===== src/design/asram_defines.vh =====
`ifndef ASRAM_DEFINES_VH
`define ASRAM_DEFINES_VH
// ==========================================
// Geometry
`define ASRAM_ADDR_W        18
`define ASRAM_DATA_W        16
`define ASRAM_LANE_W        8
// ==========================================
// Timing figures in ns
`define ASRAM_CLK_PERIOD_NS 25
`define ASRAM_ACCESS_NS     10
`define ASRAM_WE_PULSE_NS   7
`define ASRAM_SETUP_NS      5
`define ASRAM_FLOAT_NS      5
`define ASRAM_HOLD_NS       0
// Least times round up, at least one cycle
`define ASRAM_CEIL(ns) (((ns) + `ASRAM_CLK_PERIOD_NS - 1) / `ASRAM_CLK_PERIOD_NS)
`define ASRAM_MIN1(c)  (((c) < 1) ? 1 : (c))
`define ASRAM_RD_CYC   `ASRAM_MIN1(`ASRAM_CEIL(`ASRAM_ACCESS_NS) + 1)
`define ASRAM_WR_CYC   `ASRAM_MIN1(`ASRAM_CEIL(`ASRAM_FLOAT_NS + `ASRAM_SETUP_NS))
`define ASRAM_WP_CYC   `ASRAM_MIN1(`ASRAM_CEIL(`ASRAM_WE_PULSE_NS))
`define ASRAM_CNT_W    4
`endif


===== src/design/asram_lane_io.v =====
`timescale 1ns/1ps
// ==========================================
// Per-lane data pin driver
module asram_lane_io #(
    parameter LANE_W = 8
) (
    input  wire              ref_clk,
    input  wire              resetn,
    input  wire              clk_en,
    input  wire              drive,
    input  wire [LANE_W-1:0] wdata,
    output reg  [LANE_W-1:0] dq_out,
    output reg               dq_oe
);
    always @(posedge ref_clk or negedge resetn) begin
        if (!resetn) begin
            dq_out <= {LANE_W{1'b0}};
            dq_oe  <= 1'b0;
        end else if (clk_en) begin
            dq_out <= wdata;
            dq_oe  <= drive;
        end
    end
endmodule // asram_lane_io


===== src/design/asram_host.v =====
// Operation
// - Write starts both low, rise ends
// - Data held across write-ending edge
// - Write cycle covers float plus setup
// - Address valid before select falls
// - Never drive pins device is driving
// - Write enable high throughout reads
// - Deselected before and during retention
`timescale 1ns/1ps
`include "asram_defines.vh"
module asram_host #(
    parameter ADDR_W = `ASRAM_ADDR_W,
    parameter DATA_W = `ASRAM_DATA_W,
    parameter LANE_W = `ASRAM_LANE_W
) (
    input  wire              ref_clk,
    input  wire              resetn,
    input  wire              clk_en,
    input  wire              req_valid,
    input  wire              req_write,
    input  wire [ADDR_W-1:0] req_addr,
    input  wire [DATA_W-1:0] req_wdata,
    input  wire [1:0]        req_lane_en,
    input  wire              retention_req,
    output reg               req_ready,
    output reg               rsp_valid,
    output reg  [DATA_W-1:0] rsp_rdata,
    output reg               in_retention,
    output reg  [ADDR_W-1:0] mem_addr,
    output reg               chip_select_n,
    output reg               output_enable_n,
    output reg               write_enable_n,
    output reg               low_byte_enable_n,
    output reg               high_byte_enable_n,
    input  wire [DATA_W-1:0] dq_in,
    output wire [DATA_W-1:0] dq_out,
    output wire [DATA_W-1:0] dq_oe
);
    localparam NLANE = DATA_W / LANE_W;
    localparam CNT_W = `ASRAM_CNT_W;

    // ==========================================
    // Sequencer states
    localparam [2:0] S_IDLE  = 3'h0;
    localparam [2:0] S_RSET  = 3'h1;
    localparam [2:0] S_READ  = 3'h2;
    localparam [2:0] S_WSET  = 3'h3;
    localparam [2:0] S_WPUL  = 3'h4;
    localparam [2:0] S_WEND  = 3'h5;
    localparam [2:0] S_RETN  = 3'h6;

    // ==========================================
    // Wait counts
    // Integers first so the cut to counter width is deliberate
    localparam integer     RD_CYC_I = `ASRAM_RD_CYC;
    localparam integer     WP_CYC_I = `ASRAM_WP_CYC;
    localparam integer     WR_CYC_I = `ASRAM_WR_CYC;
    localparam integer     RD_END_I = RD_CYC_I - 1;
    localparam [CNT_W-1:0] RD_END   = RD_END_I[CNT_W-1:0];
    localparam [CNT_W-1:0] WP_CYC   = WP_CYC_I[CNT_W-1:0];
    localparam [CNT_W-1:0] WR_CYC   = WR_CYC_I[CNT_W-1:0];

    // ==========================================
    // Storage
    reg [2:0]             state;
    reg [`ASRAM_CNT_W-1:0] cnt;
    reg [DATA_W-1:0]      wdata;
    reg [1:0]             lanes;
    reg                   drive;
    wire [NLANE-1:0]      lane_oe;

    // ==========================================
    // Decode helpers
    // Lane pin level: a set enable bit pulls the pin low
    function lane_pin_n;
        input [1:0] en;
        input       idx;
        begin
            lane_pin_n = ~en[idx];
        end
    endfunction

    // Shared by the read wait and the write pulse
    function cnt_reached;
        input [CNT_W-1:0] c;
        input [CNT_W-1:0] lim;
        begin
            cnt_reached = (c >= lim);
        end
    endfunction

    // ==========================================
    // Data pin drivers
    genvar g;
    generate
        for (g = 0; g < NLANE; g = g + 1) begin : g_lane
            wire [LANE_W-1:0] lo;
            wire              loe;
            asram_lane_io #(.LANE_W(LANE_W)) u_lane (
                .ref_clk (ref_clk),
                .resetn  (resetn),
                .clk_en  (clk_en),
                .drive   (drive & lanes[g]),
                .wdata   (wdata[g*LANE_W +: LANE_W]),
                .dq_out  (lo),
                .dq_oe   (loe)
            );
            assign dq_out[g*LANE_W +: LANE_W] = lo;
            assign dq_oe[g*LANE_W +: LANE_W]  = {LANE_W{loe}};
            assign lane_oe[g]                 = loe;
        end
    endgenerate

    // ==========================================
    // Sequencer
    always @(posedge ref_clk or negedge resetn) begin
        if (!resetn) begin
            state              <= S_IDLE;
            cnt                <= {`ASRAM_CNT_W{1'b0}};
            wdata              <= {DATA_W{1'b0}};
            lanes              <= 2'h0;
            drive              <= 1'b0;
            req_ready          <= 1'b0;
            rsp_valid          <= 1'b0;
            rsp_rdata          <= {DATA_W{1'b0}};
            in_retention       <= 1'b0;
            mem_addr           <= {ADDR_W{1'b0}};
            chip_select_n      <= 1'b1;
            output_enable_n    <= 1'b1;
            write_enable_n     <= 1'b1;
            low_byte_enable_n  <= 1'b1;
            high_byte_enable_n <= 1'b1;
        end else if (clk_en) begin
            rsp_valid <= 1'b0;
            case (state)
            S_IDLE: begin
                req_ready <= 1'b1;
                if (retention_req) begin
                    req_ready     <= 1'b0;
                    chip_select_n <= 1'b1;
                    in_retention  <= 1'b1;
                    state         <= S_RETN;
                end else if (req_valid && req_ready) begin
                    req_ready          <= 1'b0;
                    mem_addr           <= req_addr;
                    wdata              <= req_wdata;
                    lanes              <= req_lane_en;
                    low_byte_enable_n  <= lane_pin_n(req_lane_en, 1'b0);
                    high_byte_enable_n <= lane_pin_n(req_lane_en, 1'b1);
                    write_enable_n     <= 1'b1;
                    output_enable_n    <= 1'b1;
                    cnt                <= {`ASRAM_CNT_W{1'b0}};
                    state              <= req_write ? S_WSET : S_RSET;
                end
            end
            S_RSET: begin
                // Select once host drivers are off
                if (lane_oe == {NLANE{1'b0}}) begin
                    chip_select_n   <= 1'b0;
                    output_enable_n <= 1'b0;
                    state           <= S_READ;
                end
            end
            S_READ: begin
                cnt <= cnt + 1'b1;
                if (cnt_reached(cnt, RD_END)) begin
                    rsp_rdata       <= dq_in;
                    rsp_valid       <= 1'b1;
                    chip_select_n   <= 1'b1;
                    output_enable_n <= 1'b1;
                    state           <= S_IDLE;
                end
            end
            S_WSET: begin
                chip_select_n <= 1'b0;
                drive         <= 1'b1;
                state         <= S_WPUL;
            end
            S_WPUL: begin
                write_enable_n <= 1'b0;
                cnt            <= cnt + 1'b1;
                if (cnt_reached(cnt, WP_CYC) && cnt_reached(cnt, WR_CYC)) begin
                    write_enable_n <= 1'b1;
                    chip_select_n  <= 1'b1;
                    // Lane stage holds data one edge
                    drive          <= 1'b0;
                    state          <= S_WEND;
                end
            end
            S_WEND: begin
                // Lanes close with the last driven cycle
                low_byte_enable_n  <= 1'b1;
                high_byte_enable_n <= 1'b1;
                rsp_valid          <= 1'b1;
                state              <= S_IDLE;
            end
            S_RETN: begin
                chip_select_n <= 1'b1;
                if (!retention_req) begin
                    in_retention <= 1'b0;
                    state        <= S_IDLE;
                end
            end
            default: state <= S_IDLE;
            endcase
        end
    end
endmodule // asram_host


===== config.mk =====
export PLATFORM = sky130hd
export DESIGN_NAME = asram_host
export DESIGN_NICKNAME = d
export VERILOG_FILES = /design/src/design/asram_lane_io.v /design/src/design/asram_host.v
export VERILOG_INCLUDE_DIRS = /design/src /design/src/design
export SDC_FILE = /design/constraint.sdc
export NUM_CORES = 1
export LEC_CHECK = 0
export BUFFER_PORTS_ARGS = -buffer_cell sky130_fd_sc_hd__buf_2
export CAP_MARGIN = 25
export CORE_MARGIN = 2
export CORE_UTILIZATION = 50
export CTS_BUF_LIST = sky130_fd_sc_hd__clkbuf_8
export DETAILED_ROUTE_END_ITERATION = 10
export HOLD_SLACK_MARGIN = 0.03
export PLACE_DENSITY = 0.82
export SETUP_SLACK_MARGIN = 0.15
export SLEW_MARGIN = 20
export SYNTH_ARGS = -nofsm -noshare
export SYNTH_HDL_FRONTEND = slang
export SYNTH_SLANG_ARGS = --single-unit

===== constraint.sdc =====
create_clock -name ref_clk -period 2.4 [get_ports ref_clk]
set_input_delay 0.36 -clock ref_clk [delete_from_list [all_inputs] [get_ports ref_clk]]
set_output_delay 0.36 -clock ref_clk [all_outputs]
set_load 0.005 [all_outputs]

==> impl_results.md, run 1 <==
- Status: complete, no violations
- Synthesized area: 3830 um2
- Worst-skew pair later-pin latency: 0.35 ns
- Psw: 1620 uW
- GP Congestion: 0.839
- Register area share after synthesis: 56.3%
- Largest net degree at the start of global routing: 87
- Final Core Density: 63.9%
- Total global routing overflow: 0
- DR iter-0 viols: 149
- Worst path slowest cell: nor2_4
- Syn_nets: 347
- Min cycle time layout: 2.10 ns
- Area growth syn-to-layout: 22.2%
- CP Capture Type: flop
- # H-tree levels: 3
- Clk network pwr share: 19.9%
- Comb pwr share: 33.8%
- Top Ports: 132
- Worst VDD drop: 0.645 mV
- Root buf cell: clkbuf_8
- Vias in the first global route: 2758
- Warnings, synthesis: 0
- DRC viols: 0
- RSZ-0062 raised after global routing: no
- Placed wire-length estimate: 5660 um
- Port Buffers: 131
- Final setup violation count: 0
- Layout cells sized above 1: 57.9%
- P_int: 3490 uW
- Post-CTS setup buffer count: 0
- Clock skew: 0.00996 ns
- Lkg Pwr: 0.00241 uW
- Setup CP Type: reg -> reg
- Drt pass-1 iters: 4
- Setup TNS: 0 ns
- Syn avg cell area: 13.4 um2
- Sequential share of power: 46.4%
- Seq cells post-synth: 86
- Delay-heaviest family, CP: simple AND/OR/NAND/NOR gates
- Mapped Cells: 286
- Clk pin slew, worst setup/hold paths: 0.09 ns
- Initial antenna violation count: 0
- Antenna diodes: 0
- CP Launch Type: flop
- Avg WL per Cell: 15.7 um
- Detail Route Antenna Nets: 0
- Placed Instances: 493
- Nets: 466
- Synth unique cells: 44
- Worst-path cell chain: inv_1 > ha_1 > or4b_4 > nand3_2 > nor2_4 > mux2_2
- Die area: 8380 um2
- Tcrit/Tclk final: 87.3%
- Die width: 91.5 um
- CTS tree: done
- Fin. Hold Viols: 0
- Total CTS buffers: 9
- Initial core utilization: 52.3%
- Worst setup margin: 0.304 ns
- Core Area: 7330 um2
- Slowest Stage Delay on Critical Path: 0.49 ns
- CP required: 2.64 ns
- Max clock buf depth: 2
- Min-delay worst type: in -> async
- Max-slew headroom: 59.7%
- WP buf/inv: 1
- Total of max-cap violations: 0
- Total track usage: 19.9%
- Worst-Margin Slew: 0.596 ns
- CTS hold repair buffers: 0
- Vias: 2673
- CP arrival: 2.33 ns
- Post-cts resize count: 0
- WL final: 7970 um
- Fin cells: 508
- Fmax: 477 MHz
- Placement Setup Slack: 0.312 ns
- Site row count: 31
- Slew Limit Fails: 0
- First-pass GRT wire length: 13100 um
- Die Ht: 91.5 um
- Clock sinks: 86
- PwrDens: 1090 nW/um2
- Sw frac: 31.7%
- Via density: 5.26
- Crit-path max FO: 16
-- cell usage after synthesis (all sizes together) --
cell	count	share of area (%)
o31ai	2	0.39
o311ai	1	0.23
nand2	5	0.49
a41oi	1	0.23
a31oi	3	0.49
nor3	4	0.52
a221o	1	0.26
buf	25	5.2
dfstp	5	3.4
o21ai	9	1.2
o221ai	3	0.69
a22oi	1	0.20
or2	3	0.49
ha	3	0.98
clkbuf	9	0.88
nor4b	1	0.23
a221oi	2	0.46
dfrtp	81	53
inv	6	0.59
nand4	1	0.16
nor2	9	1.1
o21a	1	0.20
a22o	2	0.46
mux2	69	21
or3	1	0.16
o2bb2ai	1	0.23
nand3	8	1.2
nor2b	3	0.49
nand3b	1	0.20
nand2b	2	0.33
mux2i	5	1.3
a211oi	2	0.39
a2bb2oi	2	0.46
a21oi	11	1.4
and3	1	0.16
nor4	1	0.33
or4b	1	0.36
-- cells in the final DEF, fill, tap and decap left out, types with 2 or more instances in the layout --
master / count
nor2_1: 8
nand3_1: 7
clkbuf_8: 10
ha_1: 3
o31ai_1: 2
inv_1: 7
nor2b_1: 3
mux2i_1: 5
o21ai_0: 9
dfstp_2: 5
o221ai_1: 3
dfrtp_1: 81
buf_4: 11
nand2_1: 5
nor3_1: 4
a211oi_1: 2
buf_2: 130
or2_2: 3
a221oi_1: 2
inv_6: 2
a2bb2oi_1: 2
mux2_4: 10
a21oi_1: 11
nand2b_1: 2
a22o_1: 2
a31oi_1: 3
mux2_2: 59
-- state kept, by name, indices dropped and copies added, names as in the netlist, 2 cells and up --
| name | flops |
|---|---|
| mem_addr | 18 |
| g_lane.u_lane.dq_out | 16 |
| rsp_rdata | 16 |
| wdata | 16 |
| cnt | 4 |
| state | 3 |
| g_lane.u_lane.dq_oe | 2 |
| lanes | 2 |
-- power by group through the flow --
stage	clock network, uW	logic (uW)	registers (uW)
global route	1110	1910	2460
CTS	1050	1750	2380
global placement	0	1680	2360
floorplan	0	1060	2340
finish	1020	1730	2370
detailed placement	0	1750	2390
-- worst register-to-register path: cells and delay by family, from the launching register on --
kind	cells	cell delay, ns
simple gates	3	0.83
flops	1	0.45
mux	1	0.40
fa+ha+maj	1	0.21
buf+inv	1	0.10
-- cell type report --
type                    instances  area, um2
clock buffers                  10        138
clock inverters                 5       58.8
fillers                       554       2650
inverters                       6       22.5
multi-input cells             160       1430
flip-flops and latches         86       2160
well taps                      99        124
repair buffers                142        753
-- cells by family (layout without fill, tap and decap cells) --
group / Yosys count / in the layout / synth area share [%]
AOI/OAI and AO/OA: 42 / 42 / 7.28
adders and majority gates: 3 / 3 / 0.980
buffers and inverters: 40 / 163 / 6.66
DFF: 86 / 86 / 56.3
muxes: 74 / 74 / 22.6
and+or+nand+nor: 41 / 41 / 6.17
-- routing by layer --
layer / track usage [%] / routed length [um]
met1: 24.0 / 3230
met2: 32.9 / 4000
met3: 8.05 / 665
met4: 5.30 / 71
met5: 0 / 0
-- stage by stage --
step / total power, uW / hold slack (ns) / cell area [um2]
after global placement: 4030 / 0.425 / 4480
after detailed placement: 4140 / 0.430 / 4480
after global routing: 5480 / 0.0365 / 4680
after CTS: 5180 / 0.0372 / 4680
after floorplan: 3400 / 0.0644 / 3830
final: 5110 / 0.0101 / 4680
-- path summary, 6_finish.rpt --
path,endpoint,from,cells past startpoint,slack [ns]
setup / recovery,rsp_rdata[5],cnt[0],6,0.30
hold / removal,g_lane[1].u_lane.dq_out[0],resetn,2,0.01
setup reg to reg,rsp_rdata[5],cnt[0],6,0.30
hold reg to reg,rsp_valid,rsp_valid,1,0.49
max in group asynchronous,chip_select_n,resetn,2,2.01
min in group ref_clk,low_byte_enable_n,req_lane_en[0],2,0.16
(Power assumes the default switching activity.)
==> inputs of run 2 (changes only) <==
Settings changed: CAP_MARGIN 25 to not set, RECOVER_POWER set to 50.
==> run 2 against run 1 <==
Net effect: the run now ends with max-capacitance violations, max-slew violations left; clock power barely moved; first-iteration DRC count fell by 9.4%; count of clock-buffer cells in the layout did not move; die area did not move; combinational power barely moved; flip-flop and latch count did not move; sequential share of layout area rose by 0.22 points; routed wire length rose by 1.0%; via count fell by 0.49%; largest cell class unchanged; largest power group unchanged; highest routed layer unchanged.
==> impl_results.md, run 2 (same netlist as run 1, synthesis figures left out) <==
- Top Ports: 132 (unchanged)
- Area growth syn-to-layout: 21.6%
- Root buf cell: clkbuf_8
- Tcrit/Tclk final: 87.5% (+0.17 points)
- Post-cts resize count: 0 (unchanged)
- CTS hold repair buffers: 0 (unchanged)
- DRC viols: 0 (unchanged)
- Slowest Stage Delay on Critical Path: 0.49 ns (about the same)
- Clock sinks: 86 (unchanged)
- Antenna diodes: 0 (unchanged)
- Most common cell after layout, fill and taps aside: buf_2
- CP required: 2.64 ns (about the same)
- Largest register by flop count: mem_addr
- Die Ht: 91.5 um (unchanged)
- Sw frac: 31.9% (+0.13 points)
- Fin. Hold Viols: 0 (unchanged)
- Clk pin slew, worst setup/hold paths: 0.08 ns (about the same)
- Nets: 466 (unchanged)
- Vias in the first global route: 2758 (unchanged)
- Tot Pwr: 5110 uW (-0.12%)
- Design area: 4660 um2 (-0.48%)
- Total global routing overflow: 0 (unchanged)
- Post-CTS setup buffer count: 0 (unchanged)
- Comb pwr share: 33.6% (-0.2 points)
- Crit-path max FO: 16 (unchanged)
- Failing checks: max-capacitance violations, max-slew violations
- Via density: 5.24 (-0.49%)
- Max clock buf depth: 2 (unchanged)
- PwrDens: 1100 nW/um2 (+0.36%)
- Drt pass-1 iters: 4 (unchanged)
- Total track usage: 19.9% (unchanged)
- Max-slew headroom: -37.3% (-97 points)
- Worst setup margin: 0.300 ns (-0.00408 ns)
- Final Core Density: 63.5% (-0.31 points)
- Setup CP Type: reg -> reg
- Delay-heaviest family, CP: simple AND/OR/NAND/NOR gates
- DR iter-0 viols: 135 (-9.4%)
- Status: complete, but fails checks
- Sequential share of power: 46.5% (about the same)
- Core Area: 7330 um2 (unchanged)
- Total of max-cap violations: 1 (+1)
- Slew Limit Fails: 87 (+87)
- WP buf/inv: 1 (unchanged)
- Avg WL per Cell: 15.9 um (+1.0%)
- Detail Route Antenna Nets: 0 (unchanged)
- P_int: 3480 uW (-0.32%)
- Clock skew: 0.0102 ns (+0.000211 ns)
- Die area: 8380 um2 (unchanged)
- Setup TNS: 0 ns (unchanged)
- CP Capture Type: flop
- Port Buffers: 131 (unchanged)
- Layout cells sized above 1: 56.5% (-1.5 points)
- Fmax: 476 MHz (-0.19%)
- Placed wire-length estimate: 5660 um (unchanged)
- Worst-skew pair later-pin latency: 0.35 ns (about the same)
- Most frequent cells in the layout: buf_2 (124), dfrtp_1 (81), mux2_2 (59)
- Site row count: 31 (unchanged)
- Worst path slowest cell: nor2_4
- GP Congestion: 0.839 (unchanged)
- CP arrival: 2.34 ns (about the same)
- Clk network pwr share: 20.0% (about the same)
- CP Launch Type: flop
- WL final: 8050 um (+1.0%)
- Max FFs per register: 18 (unchanged)
- Die width: 91.5 um (unchanged)
- First-pass GRT wire length: 13100 um (unchanged)
- CTS tree: done
- Final setup violation count: 0 (unchanged)
- Initial antenna violation count: 0 (unchanged)
- # H-tree levels: 3 (unchanged)
- Largest net degree at the start of global routing: 87 (unchanged)
- Worst-Margin Slew: 2.06 ns (+1.46 ns)
- Psw: 1630 uW (+0.29%)
- Worst-path cell chain: inv_1 > ha_1 > or4b_4 > nand3_2 > nor2_4 > mux2_2
- Worst VDD drop: 0.645 mV (about the same)
- RSZ-0062 raised after global routing: no
- Initial core utilization: 52.3% (unchanged)
- Vias: 2660 (-0.49%)
- Min cycle time layout: 2.10 ns (+0.00408 ns)
- Placement Setup Slack: 0.312 ns (unchanged)
- Layout filler cell count: 559 (+0.90%)
- Placement Cell Area: 4480 um2 (unchanged)
- Lkg Pwr: 0.00239 uW (-1.1%)
- Min-delay worst type: in -> reg
- Total CTS buffers: 9 (unchanged)
-- run 2: area by class of cell --
type	count	area (um2)	area share [%]
clock inverters	5	58.8	1.26
clock buffers	10	138	2.95
well taps	99	124	2.66
inverters	6	22.5	0.483
repair buffers	142	731	15.7
multi-input cells	160	1430	30.6
flip-flops and latches	86	2160	46.3
-- run 2: final timing paths --
path                                     start                         end  slack (ns)  cells after the start
max in group asynchronous               resetn                   req_ready        0.49                      2
worst max register to register          cnt[0]                rsp_rdata[5]        0.30                      6
worst max-delay path                    cnt[0]                rsp_rdata[5]        0.30                      6
min in group asynchronous               resetn  g_lane[1].u_lane.dq_out[0]        0.68                      2
worst min register to register       rsp_valid                   rsp_valid        0.50                      1
worst min-delay path            req_lane_en[0]           low_byte_enable_n        0.16                      2
-- run 2: layer usage --
layer	part of all wire (%)	GRT usage [%]	vias to the layer above	routed length (um)
met1	42	24.0	1312	3370
met5	0	0	-	0
met4	1.1	5.30	0	85
met2	49	32.9	95	3980
li1	-	-	1247	-
met3	7.7	8.05	6	618
-- run 2: power by group through the flow --
stage	sequential [uW]	clock (uW)	combinational, uW
after global routing	2460	1110	1900
after floorplan	2340	0	1060
final	2370	1020	1720
after CTS	2380	1050	1750
after detailed placement	2390	0	1750
after global placement	2360	0	1680
-- run 2: stage by stage --
stage / hold WS [ns] / std cells
finish: 0.161 / 508
detailed placement: 0.430 / 493
global placement: 0.425 / 493
CTS: 0.0372 / 508
global route: 0.155 / 508
floorplan: 0.0644 / 286
==> inputs of run 3 (changes only) <==
Settings changed: SYNTH_HIERARCHICAL set to 1.
==> run 3 against run 2 <==
Net effect: the run now ends clean; flip-flop and latch count is the same; register-to-register slack better by 0.08 ns; clock skew up 0.0029 ns; total power grew 0.49%; sequential power increased by 5%; critical path type unchanged; critical endpoint is now rsp_rdata[13]; largest power group unchanged.
==> impl_results.md, run 3 <==
- Placed Instances: 553 (+12%)
- Lkg Pwr: 0.00250 uW (+4.9%)
- Status: complete, no violations
- Post-CTS setup buffer count: 0 (unchanged)
- RSZ-0062 raised after global routing: no
- Seq cells post-synth: 86 (unchanged)
- CTS tree: done
- Setup CP Type: reg -> reg
- Most frequent cells in the layout: buf_2 (121), nand2_1 (114), dfrtp_1 (81)
- Synth unique cells: 45 (+2.3%)
- Max FFs per register: 18 (unchanged)
- Area leader, netlist: dfrtp_1
- Slew Limit Fails: 0 (-100%)
- Root buf cell: clkbuf_8
- Final setup violation count: 0 (unchanged)
- DRC viols: 0 (unchanged)
- Ys async rst share: 100% (unchanged)
- Syn avg cell area: 11.1 um2 (-17%)
- Die area: 8440 um2 (+0.71%)
- Port Buffers: 131 (unchanged)
- PwrDens: 1120 nW/um2 (+1.8%)
- Core Area: 7610 um2 (+3.8%)
- Clock sinks: 86 (unchanged)
- Most common cell in the synthesized netlist: nand2_1
- Initial core utilization: 50.7% (-1.5 points)
- Total global routing overflow: 0 (unchanged)
- Nets: 524 (+12%)
- Post-synth EDFFs: 0 (unchanged)
- GP Congestion: 0.863 (+2.9%)
- Via density: 5.04 (-3.7%)
- Top Ports: 132 (unchanged)
- Worst setup margin: 0.381 ns (+0.0810 ns)
- Synth Flop Type: dfrtp_1
- Max-slew headroom: 3.63% (+41 points)
- Placed wire-length estimate: 5720 um (+1.1%)
- Warnings, synthesis: 6 (+6)
- Clk pin slew, worst setup/hold paths: 0.09 ns (about the same)
- Most common cell after layout, fill and taps aside: buf_2
- Detail Route Antenna Nets: 0 (unchanged)
- # H-tree levels: 3 (unchanged)
- Setup TNS: 0 ns (unchanged)
- Register area share after synthesis: 55.9% (-0.42 points)
- CP Capture Type: flop
- Syn_nets: 410 (+18%)
- DR iter-0 viols: 203 (+50%)
- Max clock buf depth: 2 (unchanged)
- Worst-Margin Slew: 1.45 ns (-0.613 ns)
- Fmax: 495 MHz (+4.0%)
- Top cell type's share of synthesized area: 52.5% (-0.39 points)
- Vias in the first global route: 2780 (+0.80%)
- Drt pass-1 iters: 5 (+1)
- CP arrival: 2.25 ns (-0.09 ns)
- Largest register by flop count: mem_addr
- CP Launch Type: flop
- Mapped Cells: 349 (+22%)
- First-pass GRT wire length: 13600 um (+4.1%)
- CP required: 2.63 ns (about the same)
- Synthesized area: 3860 um2 (+0.75%)
- Largest net degree at the start of global routing: 62 (-29%)
- Crit-path max FO: 16 (unchanged)
- Antenna diodes: 0 (unchanged)
- Die width: 91.9 um (+0.36%)
- WL final: 8130 um (+1.0%)
- Fin. Hold Viols: 0 (unchanged)
- Area growth syn-to-layout: 19.1%
- Total of max-cap violations: 0 (-1)
- Tcrit/Tclk final: 84.1% (-3.4 points)
- Vias: 2874 (+8.0%)
- List of most frequent post-synthesis cells: nand2_1 (114), dfrtp_1 (81), mux2_4 (28)
- Worst VDD drop: 0.484 mV (-25%)
- Total CTS buffers: 9 (unchanged)
- Final Core Density: 60.4% (-3.1 points)
- Die Ht: 91.9 um (+0.36%)
- Initial antenna violation count: 0 (unchanged)
- Clock skew: 0.0130 ns (+0.00287 ns)
- Worst-skew pair later-pin latency: 0.34 ns (about the same)
- Min-delay worst type: in -> reg
- Total track usage: 20.3% (+0.41 points)
- Avg WL per Cell: 14.3 um (-10%)
- Synth top area cells: dfrtp_1 (53%), nand2_1 (11%), mux2_4 (11%), dfstp_2 (3.4%), buf_4 (3.3%)
- Layout cells sized above 1: 36.3% (-20 points)
- Min cycle time layout: 2.02 ns (-0.0810 ns)
- Fin cells: 570 (+12%)
- Site row count: 32 (+3.2%)
- Placement Setup Slack: 0.398 ns (+0.0865 ns)
## run 3: final cells by class
| type | instances | area (um2) |
|---|---|---|
| Clock inverter | 6 | 68.8 |
| Sequential cell | 86 | 2160 |
| Multi-Input combinational cell | 224 | 1390 |
| Inverter | 5 | 18.8 |
| Timing Repair Buffer | 137 | 699 |
| Tap cell | 102 | 128 |
| Clock buffer | 10 | 138 |
| Fill cell | 660 | 3010 |
## run 3: final timing paths
path / from / end / slack, ns / depth (start not counted)
setup / recovery: cnt[0] / rsp_rdata[13] / 0.38 / 6
hold reg to reg: lanes[0] / lanes[0] / 0.47 / 2
setup reg to reg: cnt[0] / rsp_rdata[13] / 0.38 / 6
hold / removal: req_lane_en[0] / low_byte_enable_n / 0.16 / 2
max in group asynchronous: resetn / low_byte_enable_n / 0.49 / 3
min in group asynchronous: resetn / rsp_rdata[15] / 0.89 / 2
## run 3: layer usage
| layer | share of wire [%] | track usage (%) |
|---|---|---|
| met5 | 0 | 0 |
| met4 | 1.5 | 7.96 |
| met2 | 46 | 32.2 |
| met3 | 7.5 | 4.44 |
| met1 | 44 | 27.2 |
## run 3: per-stage QoR
| step | instance area (um2) | hold WS (ns) | power, uW |
|---|---|---|---|
| floorplan | 3860 | 0.0644 | 3530 |
| global placement | 4460 | 0.287 | 4130 |
| detailed placement | 4460 | 0.290 | 4220 |
| CTS | 4680 | 0.150 | 5290 |
| global route | 4600 | 0.164 | 5520 |
| finish | 4600 | 0.163 | 5130 |
## run 3: cell families (layout without fill, tap and decap cells)
logic type	count (synthesis)	in the layout	share of synthesized area, %
AOI/OAI and AO/OA	38	38	6.52
and+or+nand+nor	146	146	16.6
xor gates and xnor gates	1	1	0.227
adders and majority gates	3	3	0.973
buffers and inverters	39	158	6.61
DFF	86	86	55.9
muxes	36	36	13.2
## run 3: critical path, stage by stage, from the launching register on
cell and delay [ns]:
dfrtp_1 0.44, inv_1 0.07, ha_1 0.21, or4b_4 0.22, nand3_2 0.11, nor2_4 0.48
mux2_2 0.40
## run 3: report_power, final
group | leakage [uW] | internal, uW | switching (uW)
combinational | 0.00130 | 851 | 764
clock | 0.000103 | 517 | 524
sequential | 0.00110 | 2060 | 413
total | 0.00250 | 3430 | 1700
## run 3: repair_timing
action | in CTS | in global routing
setup endpoints to repair | 0 | 0
endpoints found under the hold margin | 23 | 0
resized for setup | 0 | 0
hold buffers | 1 | 0
